`src/pkg/dtvi_map.vh`:
```
`ifndef DTVI_MAP_VH
`define DTVI_MAP_VH
// Register addresses on the core side
`define DTVI_A_MODE 8'hf1
`define DTVI_A_CNT1 8'hf2
`define DTVI_A_SCL1 8'hf3
`define DTVI_A_CNT0 8'hf4
`define DTVI_A_SCL0 8'hf5
`define DTVI_A_PRIO 8'hf9
`define DTVI_A_IRQ 8'hfa
`define DTVI_A_MASK 8'hfb
// Reset values
`define DTVI_RST_MODE 8'h00
`define DTVI_RST_PRE 8'h00
`define DTVI_RST_CNT 8'h00
`define DTVI_RST_PRIO 8'h00
`define DTVI_RST_IRQ 6'h00
`define DTVI_RST_MASK 8'h00
`define DTVI_RST_SRC 3'h0
`define DTVI_RST_VEC 16'h0000
`define DTVI_RST_DIV4 2'h0
`define DTVI_RST_LINES 3'h7
`define DTVI_ZERO8 8'h00
// Timer mode register fields
`define DTVI_MODE_LD0 0
`define DTVI_MODE_EN0 1
`define DTVI_MODE_LD1 2
`define DTVI_MODE_EN1 3
`define DTVI_MODE_EXT 5:4
`define DTVI_MODE_KEEP 8'hfa
// External timer input modes
`define DTVI_EXT_CLK 2'h0
`define DTVI_EXT_GATE 2'h1
`define DTVI_EXT_TRIG 2'h2
`define DTVI_EXT_RTRIG 2'h3
// Prescaler register fields
`define DTVI_PRE_CONT 0
`define DTVI_PRE_SRC 1
`define DTVI_PRE_DIV 7:2
// Mask and priority fields
`define DTVI_MASK_GEN 7
`define DTVI_MASK_SRC 5:0
`define DTVI_MASK_NOGEN 8'h7f
`define DTVI_PRIO_TOP 2:0
`define DTVI_IRQ_BITS 5:0
// Interrupt source numbers
`define DTVI_SRC_L2F 0
`define DTVI_SRC_L3F 1
`define DTVI_SRC_L1F 2
`define DTVI_SRC_L2R 3
`define DTVI_SRC_CNT0 4
`define DTVI_SRC_CNT1 5
// Internal timer clock is the system clock divided by four
`define DTVI_DIV4_LAST 2'h3
`define DTVI_DIV4_STEP 2'h1
`endif

```
`src/core/dtvi_timer.v`:
```
`timescale 1ns/1ps
`default_nettype none
// One prescaler plus its down-counter
module dtvi_timer #(
    parameter PRE_W = 6,
    parameter CNT_W = 8
) (
    input wire clk_sys_i,
    input wire nrst_i,
    input wire tick_i,
    input wire run_i,
    input wire load_i,
    input wire cont_i,
    input wire [PRE_W-1:0] pre_init_i,
    input wire [CNT_W-1:0] cnt_init_i,
    output wire [CNT_W-1:0] count_o,
    output wire eoc_o,
    output wire done_o
);
    localparam [PRE_W-1:0] P_ONE = {{(PRE_W-1){1'b0}}, 1'b1};
    localparam [CNT_W-1:0] C_ONE = {{(CNT_W-1){1'b0}}, 1'b1};
    localparam [CNT_W-1:0] C_ZERO = {CNT_W{1'b0}};
    reg [PRE_W-1:0] pre_ff; // Prescaler, zero means full range
    reg [CNT_W-1:0] cnt_ff; // Counter, zero means full range
    reg eoc_ff; // End of count pulse
    reg done_ff; // Halted until next load
    // Halted at reset so enabling without a load does nothing
    always @(posedge clk_sys_i or negedge nrst_i)
    begin
        if (!nrst_i)
        begin
            pre_ff <= {PRE_W{1'b0}};
            cnt_ff <= C_ZERO;
            eoc_ff <= 1'b0;
            done_ff <= 1'b1;
        end
        else
        begin
            eoc_ff <= 1'b0;
            if (load_i)
            begin
                // Restart from initial values
                pre_ff <= pre_init_i;
                cnt_ff <= cnt_init_i;
                done_ff <= 1'b0;
            end
            else if (run_i && !done_ff && tick_i)
            begin
                if (pre_ff == P_ONE)
                begin
                    // Prescaler end: reload it, step counter
                    pre_ff <= pre_init_i;
                    if (cnt_ff == C_ONE)
                    begin
                        eoc_ff <= 1'b1;
                        // Reload or stop at zero
                        if (cont_i)
                            cnt_ff <= cnt_init_i;
                        else
                        begin
                            cnt_ff <= C_ZERO;
                            done_ff <= 1'b1;
                        end
                    end
                    else
                        cnt_ff <= cnt_ff - C_ONE;
                end
                else
                    pre_ff <= pre_ff - P_ONE;
            end
        end
    end
    assign count_o = cnt_ff;
    assign eoc_o = eoc_ff;
    assign done_o = done_ff;
endmodule // dtvi_timer
`default_nettype wire

```
`src/core/dtvi_prio.v`:
```
`timescale 1ns/1ps
`default_nettype none
// Rotating priority pick among the six sources
module dtvi_prio #(
    parameter NSRC = 6
) (
    input wire [NSRC-1:0] req_i,
    input wire [2:0] top_i,
    output reg valid_o,
    output reg [2:0] src_o
);
    integer i;
    integer idx;
    integer base;
    // Scan from the top source, wrapping around
    always @*
    begin
        valid_o = 1'b0;
        src_o = 3'h0;
        idx = 0;
        base = (top_i < NSRC) ? top_i : 0;
        for (i = 0; i < NSRC; i = i + 1)
        begin
            idx = (base + i) % NSRC;
            if (!valid_o && req_i[idx])
            begin
                valid_o = 1'b1;
                src_o = idx[2:0];
            end
        end
    end
endmodule // dtvi_prio
`default_nettype wire

```
`src/core/dtvi_top.v`:
```
`timescale 1ns/1ps
`default_nettype none
`include "dtvi_map.vh"
module dtvi_top #(
    parameter NSRC = 6,
    parameter PRE_W = 6,
    parameter CNT_W = 8
) (
    input wire clk_sys_i,
    input wire nrst_i,
    input wire [7:0] reg_addr_i,
    input wire reg_wr_i,
    input wire [7:0] reg_wdata_i,
    input wire reg_rd_i,
    output wire [7:0] reg_rdata_o,
    input wire input_line_one_i,
    input wire input_line_two_i,
    input wire input_line_three_i,
    input wire analog_mode_i,
    input wire [2:0] analog_cmp_i,
    output wire irq_req_o,
    output wire [2:0] irq_src_o,
    output wire [15:0] irq_vec_addr_o,
    input wire irq_ack_i
);
    // Falling edge between last and current sample
    function fall;
        input prev;
        input cur;
        begin
            fall = prev & ~cur;
        end
    endfunction

    // Rising edge between last and current sample
    function rise;
        input prev;
        input cur;
        begin
            rise = ~prev & cur;
        end
    endfunction

    // Write strobe for one address
    function wr_hit;
        input [7:0] addr;
        input [7:0] target;
        input wr;
        begin
            wr_hit = wr & (addr == target);
        end
    endfunction

    reg [7:0] mode_ff; // Timer mode, load bits not kept
    reg [7:0] scl0_ff; // First prescaler setting
    reg [7:0] scl1_ff; // Second prescaler setting
    reg [7:0] init0_ff; // First counter initial value
    reg [7:0] init1_ff; // Second counter initial value
    reg [7:0] prio_ff; // Priority select
    reg [7:0] mask_ff; // Enable mask with global bit
    reg [NSRC-1:0] pend_ff; // Pending requests
    reg [NSRC-1:0] nxt_pend;
    reg [7:0] rdata_ff; // Read data
    reg [7:0] nxt_rdata;
    reg [2:0] lines_ff; // Previous line samples
    reg prim_ff; // Edge detection armed after reset
    reg [1:0] div4_ff; // Internal clock divider
    reg armed_ff; // Second timer triggered
    reg req_ff; // Interrupt request to core
    reg [2:0] src_ff; // Granted-to-be source
    reg [15:0] vec_ff; // Vector location of that source
    reg tick1; // Second timer step enable
    reg run1; // Second timer running

    wire [2:0] lines; // Current line values
    wire int_tick; // Internal clock divided by four
    wire ext_lvl; // External timer input level
    wire ext_fall; // External timer input edge
    wire [1:0] ext_mode; // External input use
    wire src_ext; // Second timer on external clock
    wire trig_mode; // Either trigger mode
    wire trig_ok; // Trigger accepted
    wire ld0; // First timer restart
    wire ld1; // Second timer restart
    wire en0; // First timer run
    wire en1; // Second timer run
    wire [CNT_W-1:0] cnt0; // First counter now
    wire [CNT_W-1:0] cnt1; // Second counter now
    wire eoc0; // First timer end pulse
    wire eoc1; // Second timer end pulse
    wire [NSRC-1:0] set_vec; // Hardware set events
    wire [NSRC-1:0] enabled; // Pending and unmasked
    wire pick_valid; // Encoder found a request
    wire [2:0] pick_src; // Encoder choice
    wire grant; // Core takes the request

    // Analog mode swaps in comparator outputs
    assign lines = analog_mode_i ? analog_cmp_i :
        {input_line_three_i, input_line_two_i, input_line_one_i};
    assign ext_lvl = lines[0];
    assign ext_fall = prim_ff & fall(lines_ff[0], lines[0]);
    assign ext_mode = mode_ff[`DTVI_MODE_EXT];
    assign src_ext = ~scl1_ff[`DTVI_PRE_SRC];
    assign trig_mode = (ext_mode == `DTVI_EXT_TRIG) |
        (ext_mode == `DTVI_EXT_RTRIG);
    assign int_tick = (div4_ff == `DTVI_DIV4_LAST);

    // Load bits act as one-shot restart strobes
    assign ld0 = wr_hit(reg_addr_i, `DTVI_A_MODE, reg_wr_i) &
        reg_wdata_i[`DTVI_MODE_LD0];
    assign trig_ok = ext_fall & en1 & ((ext_mode == `DTVI_EXT_RTRIG) |
        ((ext_mode == `DTVI_EXT_TRIG) & ~armed_ff));
    assign ld1 = (wr_hit(reg_addr_i, `DTVI_A_MODE, reg_wr_i) &
        reg_wdata_i[`DTVI_MODE_LD1]) | trig_ok;
    assign en0 = mode_ff[`DTVI_MODE_EN0];
    assign en1 = mode_ff[`DTVI_MODE_EN1];

    // Second timer clock: divided clock, pin edge or gated
    always @*
    begin
        tick1 = int_tick;
        run1 = en1;
        case (ext_mode)
            `DTVI_EXT_CLK:
                tick1 = src_ext ? ext_fall : int_tick;
            `DTVI_EXT_GATE:
                tick1 = int_tick & ext_lvl;
            `DTVI_EXT_TRIG,
            `DTVI_EXT_RTRIG:
                run1 = en1 & armed_ff;
            default:
                tick1 = int_tick;
        endcase
    end

    // First timer: internal clock only
    dtvi_timer #(
        .PRE_W(PRE_W),
        .CNT_W(CNT_W)
    ) u_first (
        .clk_sys_i(clk_sys_i),
        .nrst_i(nrst_i),
        .tick_i(int_tick),
        .run_i(en0),
        .load_i(ld0),
        .cont_i(scl0_ff[`DTVI_PRE_CONT]),
        .pre_init_i(scl0_ff[`DTVI_PRE_DIV]),
        .cnt_init_i(init0_ff),
        .count_o(cnt0),
        .eoc_o(eoc0),
        .done_o()
    );

    // Second timer: selectable source
    dtvi_timer #(
        .PRE_W(PRE_W),
        .CNT_W(CNT_W)
    ) u_second (
        .clk_sys_i(clk_sys_i),
        .nrst_i(nrst_i),
        .tick_i(tick1),
        .run_i(run1),
        .load_i(ld1),
        .cont_i(scl1_ff[`DTVI_PRE_CONT]),
        .pre_init_i(scl1_ff[`DTVI_PRE_DIV]),
        .cnt_init_i(init1_ff),
        .count_o(cnt1),
        .eoc_o(eoc1),
        .done_o()
    );

    // Event sources, in source-number order
    assign set_vec[`DTVI_SRC_L2F] = prim_ff & fall(lines_ff[1], lines[1]);
    assign set_vec[`DTVI_SRC_L3F] = prim_ff & fall(lines_ff[2], lines[2]);
    assign set_vec[`DTVI_SRC_L1F] = prim_ff & fall(lines_ff[0], lines[0]);
    assign set_vec[`DTVI_SRC_L2R] = prim_ff & rise(lines_ff[1], lines[1]);
    assign set_vec[`DTVI_SRC_CNT0] = eoc0;
    assign set_vec[`DTVI_SRC_CNT1] = eoc1;

    // Mask only gates requests, never pending state
    assign enabled = pend_ff & mask_ff[`DTVI_MASK_SRC] &
        {NSRC{mask_ff[`DTVI_MASK_GEN]}};

    dtvi_prio #(
        .NSRC(NSRC)
    ) u_prio (
        .req_i(enabled),
        .top_i(prio_ff[`DTVI_PRIO_TOP]),
        .valid_o(pick_valid),
        .src_o(pick_src)
    );

    assign grant = irq_ack_i & req_ff;

    // Pending: write, then grant clear, then set wins
    always @*
    begin
        nxt_pend = pend_ff;
        if (wr_hit(reg_addr_i, `DTVI_A_IRQ, reg_wr_i))
            nxt_pend = reg_wdata_i[`DTVI_IRQ_BITS];
        if (grant)
            nxt_pend[src_ff] = 1'b0;
        nxt_pend = nxt_pend | set_vec;
    end

    // Read mux; prescalers are write-only
    always @*
    begin
        case (reg_addr_i)
            `DTVI_A_MODE:
                nxt_rdata = mode_ff;
            `DTVI_A_CNT1:
                nxt_rdata = cnt1;
            `DTVI_A_CNT0:
                nxt_rdata = cnt0;
            `DTVI_A_PRIO:
                nxt_rdata = prio_ff;
            `DTVI_A_IRQ:
                nxt_rdata = {2'b00, pend_ff};
            `DTVI_A_MASK:
                nxt_rdata = mask_ff;
            default:
                nxt_rdata = `DTVI_ZERO8;
        endcase
    end

    // Register file writes
    always @(posedge clk_sys_i or negedge nrst_i)
    begin
        if (!nrst_i)
        begin
            mode_ff <= `DTVI_RST_MODE;
            scl0_ff <= `DTVI_RST_PRE;
            scl1_ff <= `DTVI_RST_PRE;
            init0_ff <= `DTVI_RST_CNT;
            init1_ff <= `DTVI_RST_CNT;
            prio_ff <= `DTVI_RST_PRIO;
            mask_ff <= `DTVI_RST_MASK;
            pend_ff <= `DTVI_RST_IRQ;
        end
        else
        begin
            pend_ff <= nxt_pend;
            if (wr_hit(reg_addr_i, `DTVI_A_MODE, reg_wr_i))
                mode_ff <= reg_wdata_i & `DTVI_MODE_KEEP;
            if (wr_hit(reg_addr_i, `DTVI_A_SCL0, reg_wr_i))
                scl0_ff <= reg_wdata_i;
            if (wr_hit(reg_addr_i, `DTVI_A_SCL1, reg_wr_i))
                scl1_ff <= reg_wdata_i;
            // Counter writes only set the initial value
            if (wr_hit(reg_addr_i, `DTVI_A_CNT0, reg_wr_i))
                init0_ff <= reg_wdata_i;
            if (wr_hit(reg_addr_i, `DTVI_A_CNT1, reg_wr_i))
                init1_ff <= reg_wdata_i;
            if (wr_hit(reg_addr_i, `DTVI_A_PRIO, reg_wr_i))
                prio_ff <= reg_wdata_i;
            // Grant beats a same-cycle mask write
            if (grant)
                mask_ff <= mask_ff & `DTVI_MASK_NOGEN;
            else if (wr_hit(reg_addr_i, `DTVI_A_MASK, reg_wr_i))
                mask_ff <= reg_wdata_i;
        end
    end

    // Line history, divider and trigger state
    always @(posedge clk_sys_i or negedge nrst_i)
    begin
        if (!nrst_i)
        begin
            lines_ff <= `DTVI_RST_LINES;
            prim_ff <= 1'b0;
            div4_ff <= `DTVI_RST_DIV4;
            armed_ff <= 1'b0;
        end
        else
        begin
            lines_ff <= lines;
            // First cycle's history is junk; skip it
            prim_ff <= 1'b1;
            div4_ff <= div4_ff + `DTVI_DIV4_STEP;
            if (!en1 || !trig_mode)
                armed_ff <= 1'b0;
            else if (trig_ok)
                armed_ff <= 1'b1;
            else if (eoc1 && !scl1_ff[`DTVI_PRE_CONT])
                armed_ff <= 1'b0;
        end
    end

    // Request, source and vector toward the core
    always @(posedge clk_sys_i or negedge nrst_i)
    begin
        if (!nrst_i)
        begin
            req_ff <= 1'b0;
            src_ff <= `DTVI_RST_SRC;
            vec_ff <= `DTVI_RST_VEC;
            rdata_ff <= `DTVI_ZERO8;
        end
        else
        begin
            // Dropped at grant so no double take
            req_ff <= pick_valid & ~grant;
            if (pick_valid && !grant)
            begin
                src_ff <= pick_src;
                vec_ff <= {12'h000, pick_src, 1'b0};
            end
            if (reg_rd_i)
                rdata_ff <= nxt_rdata;
        end
    end

    // Core fetches the two vector bytes as one address
    assign irq_vec_addr_o = vec_ff;
    assign irq_src_o = src_ff;
    assign irq_req_o = req_ff;
    assign reg_rdata_o = rdata_ff;
endmodule // dtvi_top
`default_nettype wire

```
`config.mk`:
```
export PLATFORM = sky130hd
export DESIGN_NAME = dtvi_top
export DESIGN_NICKNAME = d
export VERILOG_FILES = /design/src/core/dtvi_timer.v /design/src/core/dtvi_prio.v /design/src/core/dtvi_top.v
export VERILOG_INCLUDE_DIRS = /design/src /design/src/pkg
export SDC_FILE = /design/constraint.sdc
export NUM_CORES = 1
export LEC_CHECK = 0
export BUFFER_PORTS_ARGS = -buffer_cell sky130_fd_sc_hd__buf_2
export CAP_MARGIN = 20
export CORE_ASPECT_RATIO = 1.5
export CORE_MARGIN = 1
export CORE_UTILIZATION = 30
export DETAILED_ROUTE_END_ITERATION = 8
export GPL_TIMING_DRIVEN = 0
export PLACE_DENSITY = 0.58
export SYNTH_ARGS = -nofsm -noshare
export SYNTH_HDL_FRONTEND = slang
export SYNTH_SLANG_ARGS = --single-unit
```
`constraint.sdc`:
```
create_clock -name clk_sys_i -period 3.1 [get_ports clk_sys_i]
set_input_delay 0.62 -clock clk_sys_i [delete_from_list [all_inputs] [get_ports clk_sys_i]]
set_output_delay 0.62 -clock clk_sys_i [all_outputs]
set_load 0.005 [all_outputs]
```
# After elaboration in Yosys (flattened, before gate mapping)
# Cells that the tools add are included.
[op_classes] bitwise_logic=39 add_sub_neg=10 eq_ne=18 mux=79 n_lt_le_gt_ge=9 n_div=6 reduce_logical=39
[ops] operator="$lt 32x5->1 const B" count=6
[ops] operator="$mod 32x4->32 const B" count=6
[ops] operator="$mux 8" count=12
[ops] operator="$add 32x3->32 const B" count=2
[ops] operator="$add 32x4->32 const B" count=2
[ops] operator="$eq 8x8->1 const B" count=8
[ops] operator="$mux 6" count=8
[ops] operator="$pmux 8 s6" count=1
[ops] operator="$mux 1" count=42
[ops] operator="$add 32x2->32 const B" count=1
[ops] operator="$and 1x1->1" count=25
[ops] operator="$mux 3" count=8
[ops] operator="$and 6x6->6" count=3
[ops] operator="$bmux 1 s3" count=6
[ops] operator="$eq 8x1->1 const B" count=2
[ops] operator="$sub 8x1->8 const B" count=2
[ops] operator="$reduce_bool 2->1" count=7
[ops] operator="$eq 6x1->1 const B" count=2
[ops] operator="$logic_and 1x1->1" count=12
[ops] operator="$sub 6x1->6 const B" count=2
[ops] operator="$logic_not 1->1" count=11
[ops] operator="$reduce_and 4->1" count=2
[ops] operator="$eq 2x2->1 const B" count=3
[ops] operator="$not 1->1" count=6
[ops] operator="16 further kinds" count=21
[totals] regBits=111 inputBits=28 word_cells=224 out_inout_bits=28

# Logic depth before layout (Yosys ltp)
[depth] depth_word=23 depth_mapped=13 mapped_depth_nobuf=10

# Cells and area by module
# From an unflattened synthesis, not the netlist that was laid out.
[hier_totals] cells_unflattened=648 area_unflattened_um2=6931.6
[by_module_without_submodules] module="dtvi_top" seq_area_each_um2=1955.6 area_per_inst_um2=3793.6 n_inst=1 cells_per_inst=307
[by_module_without_submodules] module="dtvi_timer" seq_area_each_um2=401.6 area_per_inst_um2=1106.1 n_inst=2 cells_per_inst=110
[by_module_without_submodules] module="dtvi_prio" seq_area_each_um2=0.0 area_per_inst_um2=925.9 n_inst=1 cells_per_inst=121

# Least setup slack after synthesis
# OpenSTA, ideal clock, no wires.
[synth_path] path_type="register to register" start="register prio_ff[1]" end="register src_ff[1], in the netlist irq_src_o[1]" setup_slack_ns=0.236 n_path_buf=2 path_stages_with_launch=13 synth_period_minus_slack_ns=2.864 t_required_ns=2.975 t_arrival_ns=2.738 setup_ns=0.125 path_cell_list="dfrtp_1 -> buf_2 -> inv_1 -> ha_1 -> buf_2 -> or3b_2 -> o211a_1 -> o22ai_1 -> mux2_2 -> o21a_1 -> a31oi_4 -> o21a_1 -> a21oi_1"
[synth_between] elab_chain_cells=23 word_cells_on_any_way=54 classes_between="add/sub (5); div (6); order compare (1); mux (31); reduce/logical (11)"
[synth_rtl] element="start, declared" line="dtvi_top.v:59" source="reg [7:0] prio_ff;"
[synth_rtl] element="start signal, assigned" line="dtvi_top.v:237" source="prio_ff <= `DTVI_RST_PRIO;"
[synth_rtl] element="start signal, assigned" line="dtvi_top.v:256" source="prio_ff <= reg_wdata_i;"
[synth_rtl] element="$lt 3x3->1" line="dtvi_prio.v:21" source="base = (top_i < NSRC) ? top_i : 0;"
[synth_rtl] element="$mux 3 *" line="dtvi_prio.v:21"
[synth_rtl] element="parallel branches: the longest is 21 deep, another holds $add 32x2->32"
[synth_rtl] element="end signal, assigned" line="dtvi_top.v:296" source="src_ff <= `DTVI_RST_SRC;"
[synth_rtl] element="end signal, assigned" line="dtvi_top.v:306" source="src_ff <= pick_src;"
[synth_rtl] element="end, declared" line="dtvi_top.v:70" source="reg [2:0] src_ff;"
# Mark *: on every way between the ends. The select of a mux whose other input is x is not followed.
# A chain may end at the register's enable or synchronous reset.

# Worst setup path after layout
# Ends and elaborated chain as after synthesis.

==> flow_summary.yaml <==
outcome:
  run_status: "finished clean"
sta:
  period_share: 0.964
  fmax_ghz: 0.335
  max_transition_viols_final: 0
  worst_slew_margin_rel: 0.356
  rsz_0062_raised_after_global_routing: "false"
  timing.final.hold_violations: 0
  report.final.setup_viol: 0
  setup_tns_ns: 0
  tightest_slew_ns: 0.958
  clock_skew_ns: 0.00772
  period_needed_ns: 2.99
placed_design:
  port_buffers: 40
  place_congestion: 0.885
  post_dp_hpwl_microns: 12900
  dpl-instance-area_sq_mm: 0.00710
cts:
  tritoncts: "built"
  clock_tree_root_driver_cell: "sky130_fd_sc_hd__clkbuf_16"
  clk-insertion-delay-late_ns: 0.35
  clock-sinks: 110
  cts.path.max_buffers: 2
  cts.clk_slew.worst_paths_ns: 0.07
  cts_htree_levels: 3
  cts-buffers-inserted: 9
pwr:
  power.leakage_nw: 3.37
  max-vdd-ir-drop_mv: 0.216
  power.total_mw: 3.23
  power.density_cell_area_mw_per_mm2: 435
synthesis:
  synth_async_sr_flop_share: 1.00
  netlist_top_cells_area: "sky130_fd_sc_hd__dfrtp_1 (41%), sky130_fd_sc_hd__mux2_2 (9.6%), sky130_fd_sc_hd__o21ai_0 (3.9%), sky130_fd_sc_hd__nor2_1 (3.4%), sky130_fd_sc_hd__ha_1 (2.7%)"
  post_synth_num_cell_types: 78
  synth_largest_area_cell: "sky130_fd_sc_hd__dfrtp_1"
  total_standard_cell_area_after_synthesis_sq_mm: 0.00648
  yosys_register_bits: 110
  synth_commonest_cells: "sky130_fd_sc_hd__dfrtp_1 (105), sky130_fd_sc_hd__nor2_1 (58), sky130_fd_sc_hd__mux2_2 (55)"
  post_synth_inst_count: 664
  synth_most_common_cell: "sky130_fd_sc_hd__dfrtp_1"
  synth_ff_type: "sky130_fd_sc_hd__dfrtp_1"
  yosysTopAreaCellShare: 0.405
  synth_warn: 0
  syn_area_per_cell_sq_um: 9.76
  portion_of_the_post_synthesis_area_used_by_sequential_elements: 0.426
  edff_count_synth: 0
global_route:
  gr-usage-all-layers: 0.162
  grt_antenna_before_repair: 2
  grt_max_degree: 93
  overflow: 0
  wire_length_of_the_first_global_routing_pass_microns: 27500
  number_of_global_route_vias_before_repair: 5162
worst_setup_path:
  worst_setup_path_start_kind: "register"
  r2r-start: "prio_ff[1]"
  cpMaxStageDelayCell: "sky130_fd_sc_hd__a221oi_1"
  worstSetupEndpointType: "register"
  critPathRequiredTime_ns: 3.33
  reg2reg_slack_ns: 0.11
  delay_contributed_by_the_slowest_stage_of_the_critical_path_ns: 0.56
  ff_to_ff_end: "irq_src_o[1]"
  worst_r2r_path_depth: 12
  maximum_fanout_encountered_on_the_critical_timing_path: 10
  type_of_the_worst_setup_path: "reg -> reg"
  critical_path.cell_chain: "buf_4, inv_1, ha_1, buf_2, buf_2, o31ai_1, a221oi_1, nand3_1, o21a_1, a31oi_4, o21a_1, a21oi_1"
  arrival_ns: 3.22
finish:
  nNetsFinal: 772
  final_core_utilization: 0.351
  n_antenna_cell: 0
  finish.instance_area_sq_mm: 0.00743
  area_overhead_of_the_layout_relative_to_synthesis_pct: 14.6
  drive_gt1_frac: 0.249
floorplanning:
  ios: 56
  start_util: 0.307
  die_area_sq_mm: 0.0222
  chipWidth_microns: 122
  placeableCoreArea_sq_mm: 0.0211
  die-height_microns: 182
  num_rows: 65
route:
  detailedRoute.firstPassIterationCount: 6
  drt-vias-per-instance: 5.29
  detail_route.wirelength_microns: 17300
  vias: 5306
  drc: 0
  final_antenna_net_count: 0
  post_drt_wl_per_cell_microns: 17.3
  drt_first_iter_violations: 391
flow_run:
  drv_cap: 0
hold_path:
  worst_hold_class: "in -> async"
what timing repair did:
item                                    4_1_cts  5_1_grt
gates resized for setup                       2        2
hold buffers                                  0        0
setup buffers                                 2        0
endpoints found under the setup margin        3        3
routing by layer:
| layer | share of wire | global-route usage | vias to the layer above |
|---|---|---|---|
| met5 | 0.0013 | 0 | - |
| met3 | 0.031 | 0.0226 | 32 |
| met2 | 0.53 | 0.294 | 125 |
| li1 | - | - | 2544 |
| met1 | 0.41 | 0.183 | 2601 |
| met4 | 0.033 | 0.0726 | 4 |
report_power, final:
group / leakage, nW / switching [mW] / internal [mW]
combinational: 1.80 / 0.243 / 0.204
clock: 0.148 / 0.549 / 0.638
sequential: 1.42 / 0.0826 / 1.51
total: 3.37 / 0.874 / 2.36
worst max-delay path: cells and delay by family, from the launching register on:
family	cells	cell delay, ns
AND/OR/NAND/NOR	1	0.23
adder cells (fa/ha/maj)	1	0.18
flip-flops	1	0.40
buffers and inverters	4	0.73
AO/OA/AOI/OAI	6	1.32
worst max path at each step:
stage	start	endpoint	depth (start not counted)
5_1_grt	prio_ff[1]	irq_src_o[1]	12
3_5_place_dp	prio_ff[1]	irq_src_o[1]	12
3_3_place_gp	prio_ff[1]	irq_src_o[0]	12
2_1_floorplan	prio_ff[1]	irq_src_o[1]	12
4_1_cts	prio_ff[2]	irq_src_o[1]	10
6_report	prio_ff[1]	irq_src_o[1]	12
placed cells by master, fill, tap and decap left out, types with 4 or more instances in the layout:
master	n
sky130_fd_sc_hd__nor3b_1	4
sky130_fd_sc_hd__dfrtp_1	103
sky130_fd_sc_hd__inv_1	31
sky130_fd_sc_hd__o21ai_0	50
sky130_fd_sc_hd__a21oi_1	34
sky130_fd_sc_hd__dfstp_2	5
sky130_fd_sc_hd__or2_2	4
sky130_fd_sc_hd__o31ai_1	5
sky130_fd_sc_hd__nor2b_1	11
sky130_fd_sc_hd__nand2_2	4
sky130_fd_sc_hd__a31oi_1	10
sky130_fd_sc_hd__and2_1	7
sky130_fd_sc_hd__ha_1	14
sky130_fd_sc_hd__nand2b_1	10
sky130_fd_sc_hd__clkbuf_16	9
sky130_fd_sc_hd__buf_4	26
sky130_fd_sc_hd__nand3b_1	7
sky130_fd_sc_hd__o22ai_1	8
sky130_fd_sc_hd__buf_2	48
sky130_fd_sc_hd__nor3_1	22
sky130_fd_sc_hd__nor2_1	58
sky130_fd_sc_hd__clkbuf_1	5
sky130_fd_sc_hd__a221oi_1	5
sky130_fd_sc_hd__nand2_1	45
sky130_fd_sc_hd__nand3_1	15
sky130_fd_sc_hd__a22oi_1	10
sky130_fd_sc_hd__and3_1	6
sky130_fd_sc_hd__mux2_2	55
sky130_fd_sc_hd__conb_1	14
sky130_fd_sc_hd__a222oi_1	9
sky130_fd_sc_hd__a22o_1	4
sky130_fd_sc_hd__mux2i_1	14
layout make-up:
class                      instances  area [sq um]
tap                              268           335
inverter                          31           116
clock inverter                     7          80.1
buffer                            41           270
timing repair buffer              43           249
multi-input combinational        494          3390
clock buffer                       9           225
fill                            2192         13700
sequential                       110          2760
stage by stage:
step	cells	hold slack (ns)	setup WS [ns]
6_report	1003	0.0924	0.112
5_1_grt	1003	0.0964	0.00923
4_1_cts	1003	0.0893	0.0879
3_5_place_dp	985	0.422	-0.164
3_3_place_gp	984	0.412	-0.218
2_1_floorplan	676	0.324	0.236
cells by family (layout without fill, tap and decap cells):
| family | Yosys count | after routing | synth area share |
|---|---|---|---|
| DFF | 110 | 110 | 0.426 |
| other | 2 | 14 | 0.00116 |
| AOI/OAI and AO/OA | 178 | 178 | 0.187 |
| adders and majority gates | 14 | 14 | 0.0270 |
| muxes | 71 | 71 | 0.124 |
| and+or+nand+nor | 215 | 215 | 0.173 |
| buffers and inverters | 72 | 131 | 0.0593 |
| xor gates and xnor gates | 2 | 2 | 0.00270 |
registers in the layout, indices dropped and copies added, names as in the netlist, 2 cells and up:
| signal | flops |
|---|---|
| pend_ff | 6 |
| init1_ff | 8 |
| mask_ff | 8 |
| mode_ff | 6 |
| reg_rdata_o | 8 |
| div4_ff | 2 |
| u_second.count_o | 8 |
| u_first.pre_ff | 6 |
| prio_ff | 8 |
| scl1_ff | 8 |
| u_second.pre_ff | 6 |
| scl0_ff | 7 |
| init0_ff | 8 |
| irq_src_o | 3 |
| u_first.count_o | 8 |
| lines_ff | 3 |
Power figures use the tool's default switching activity.
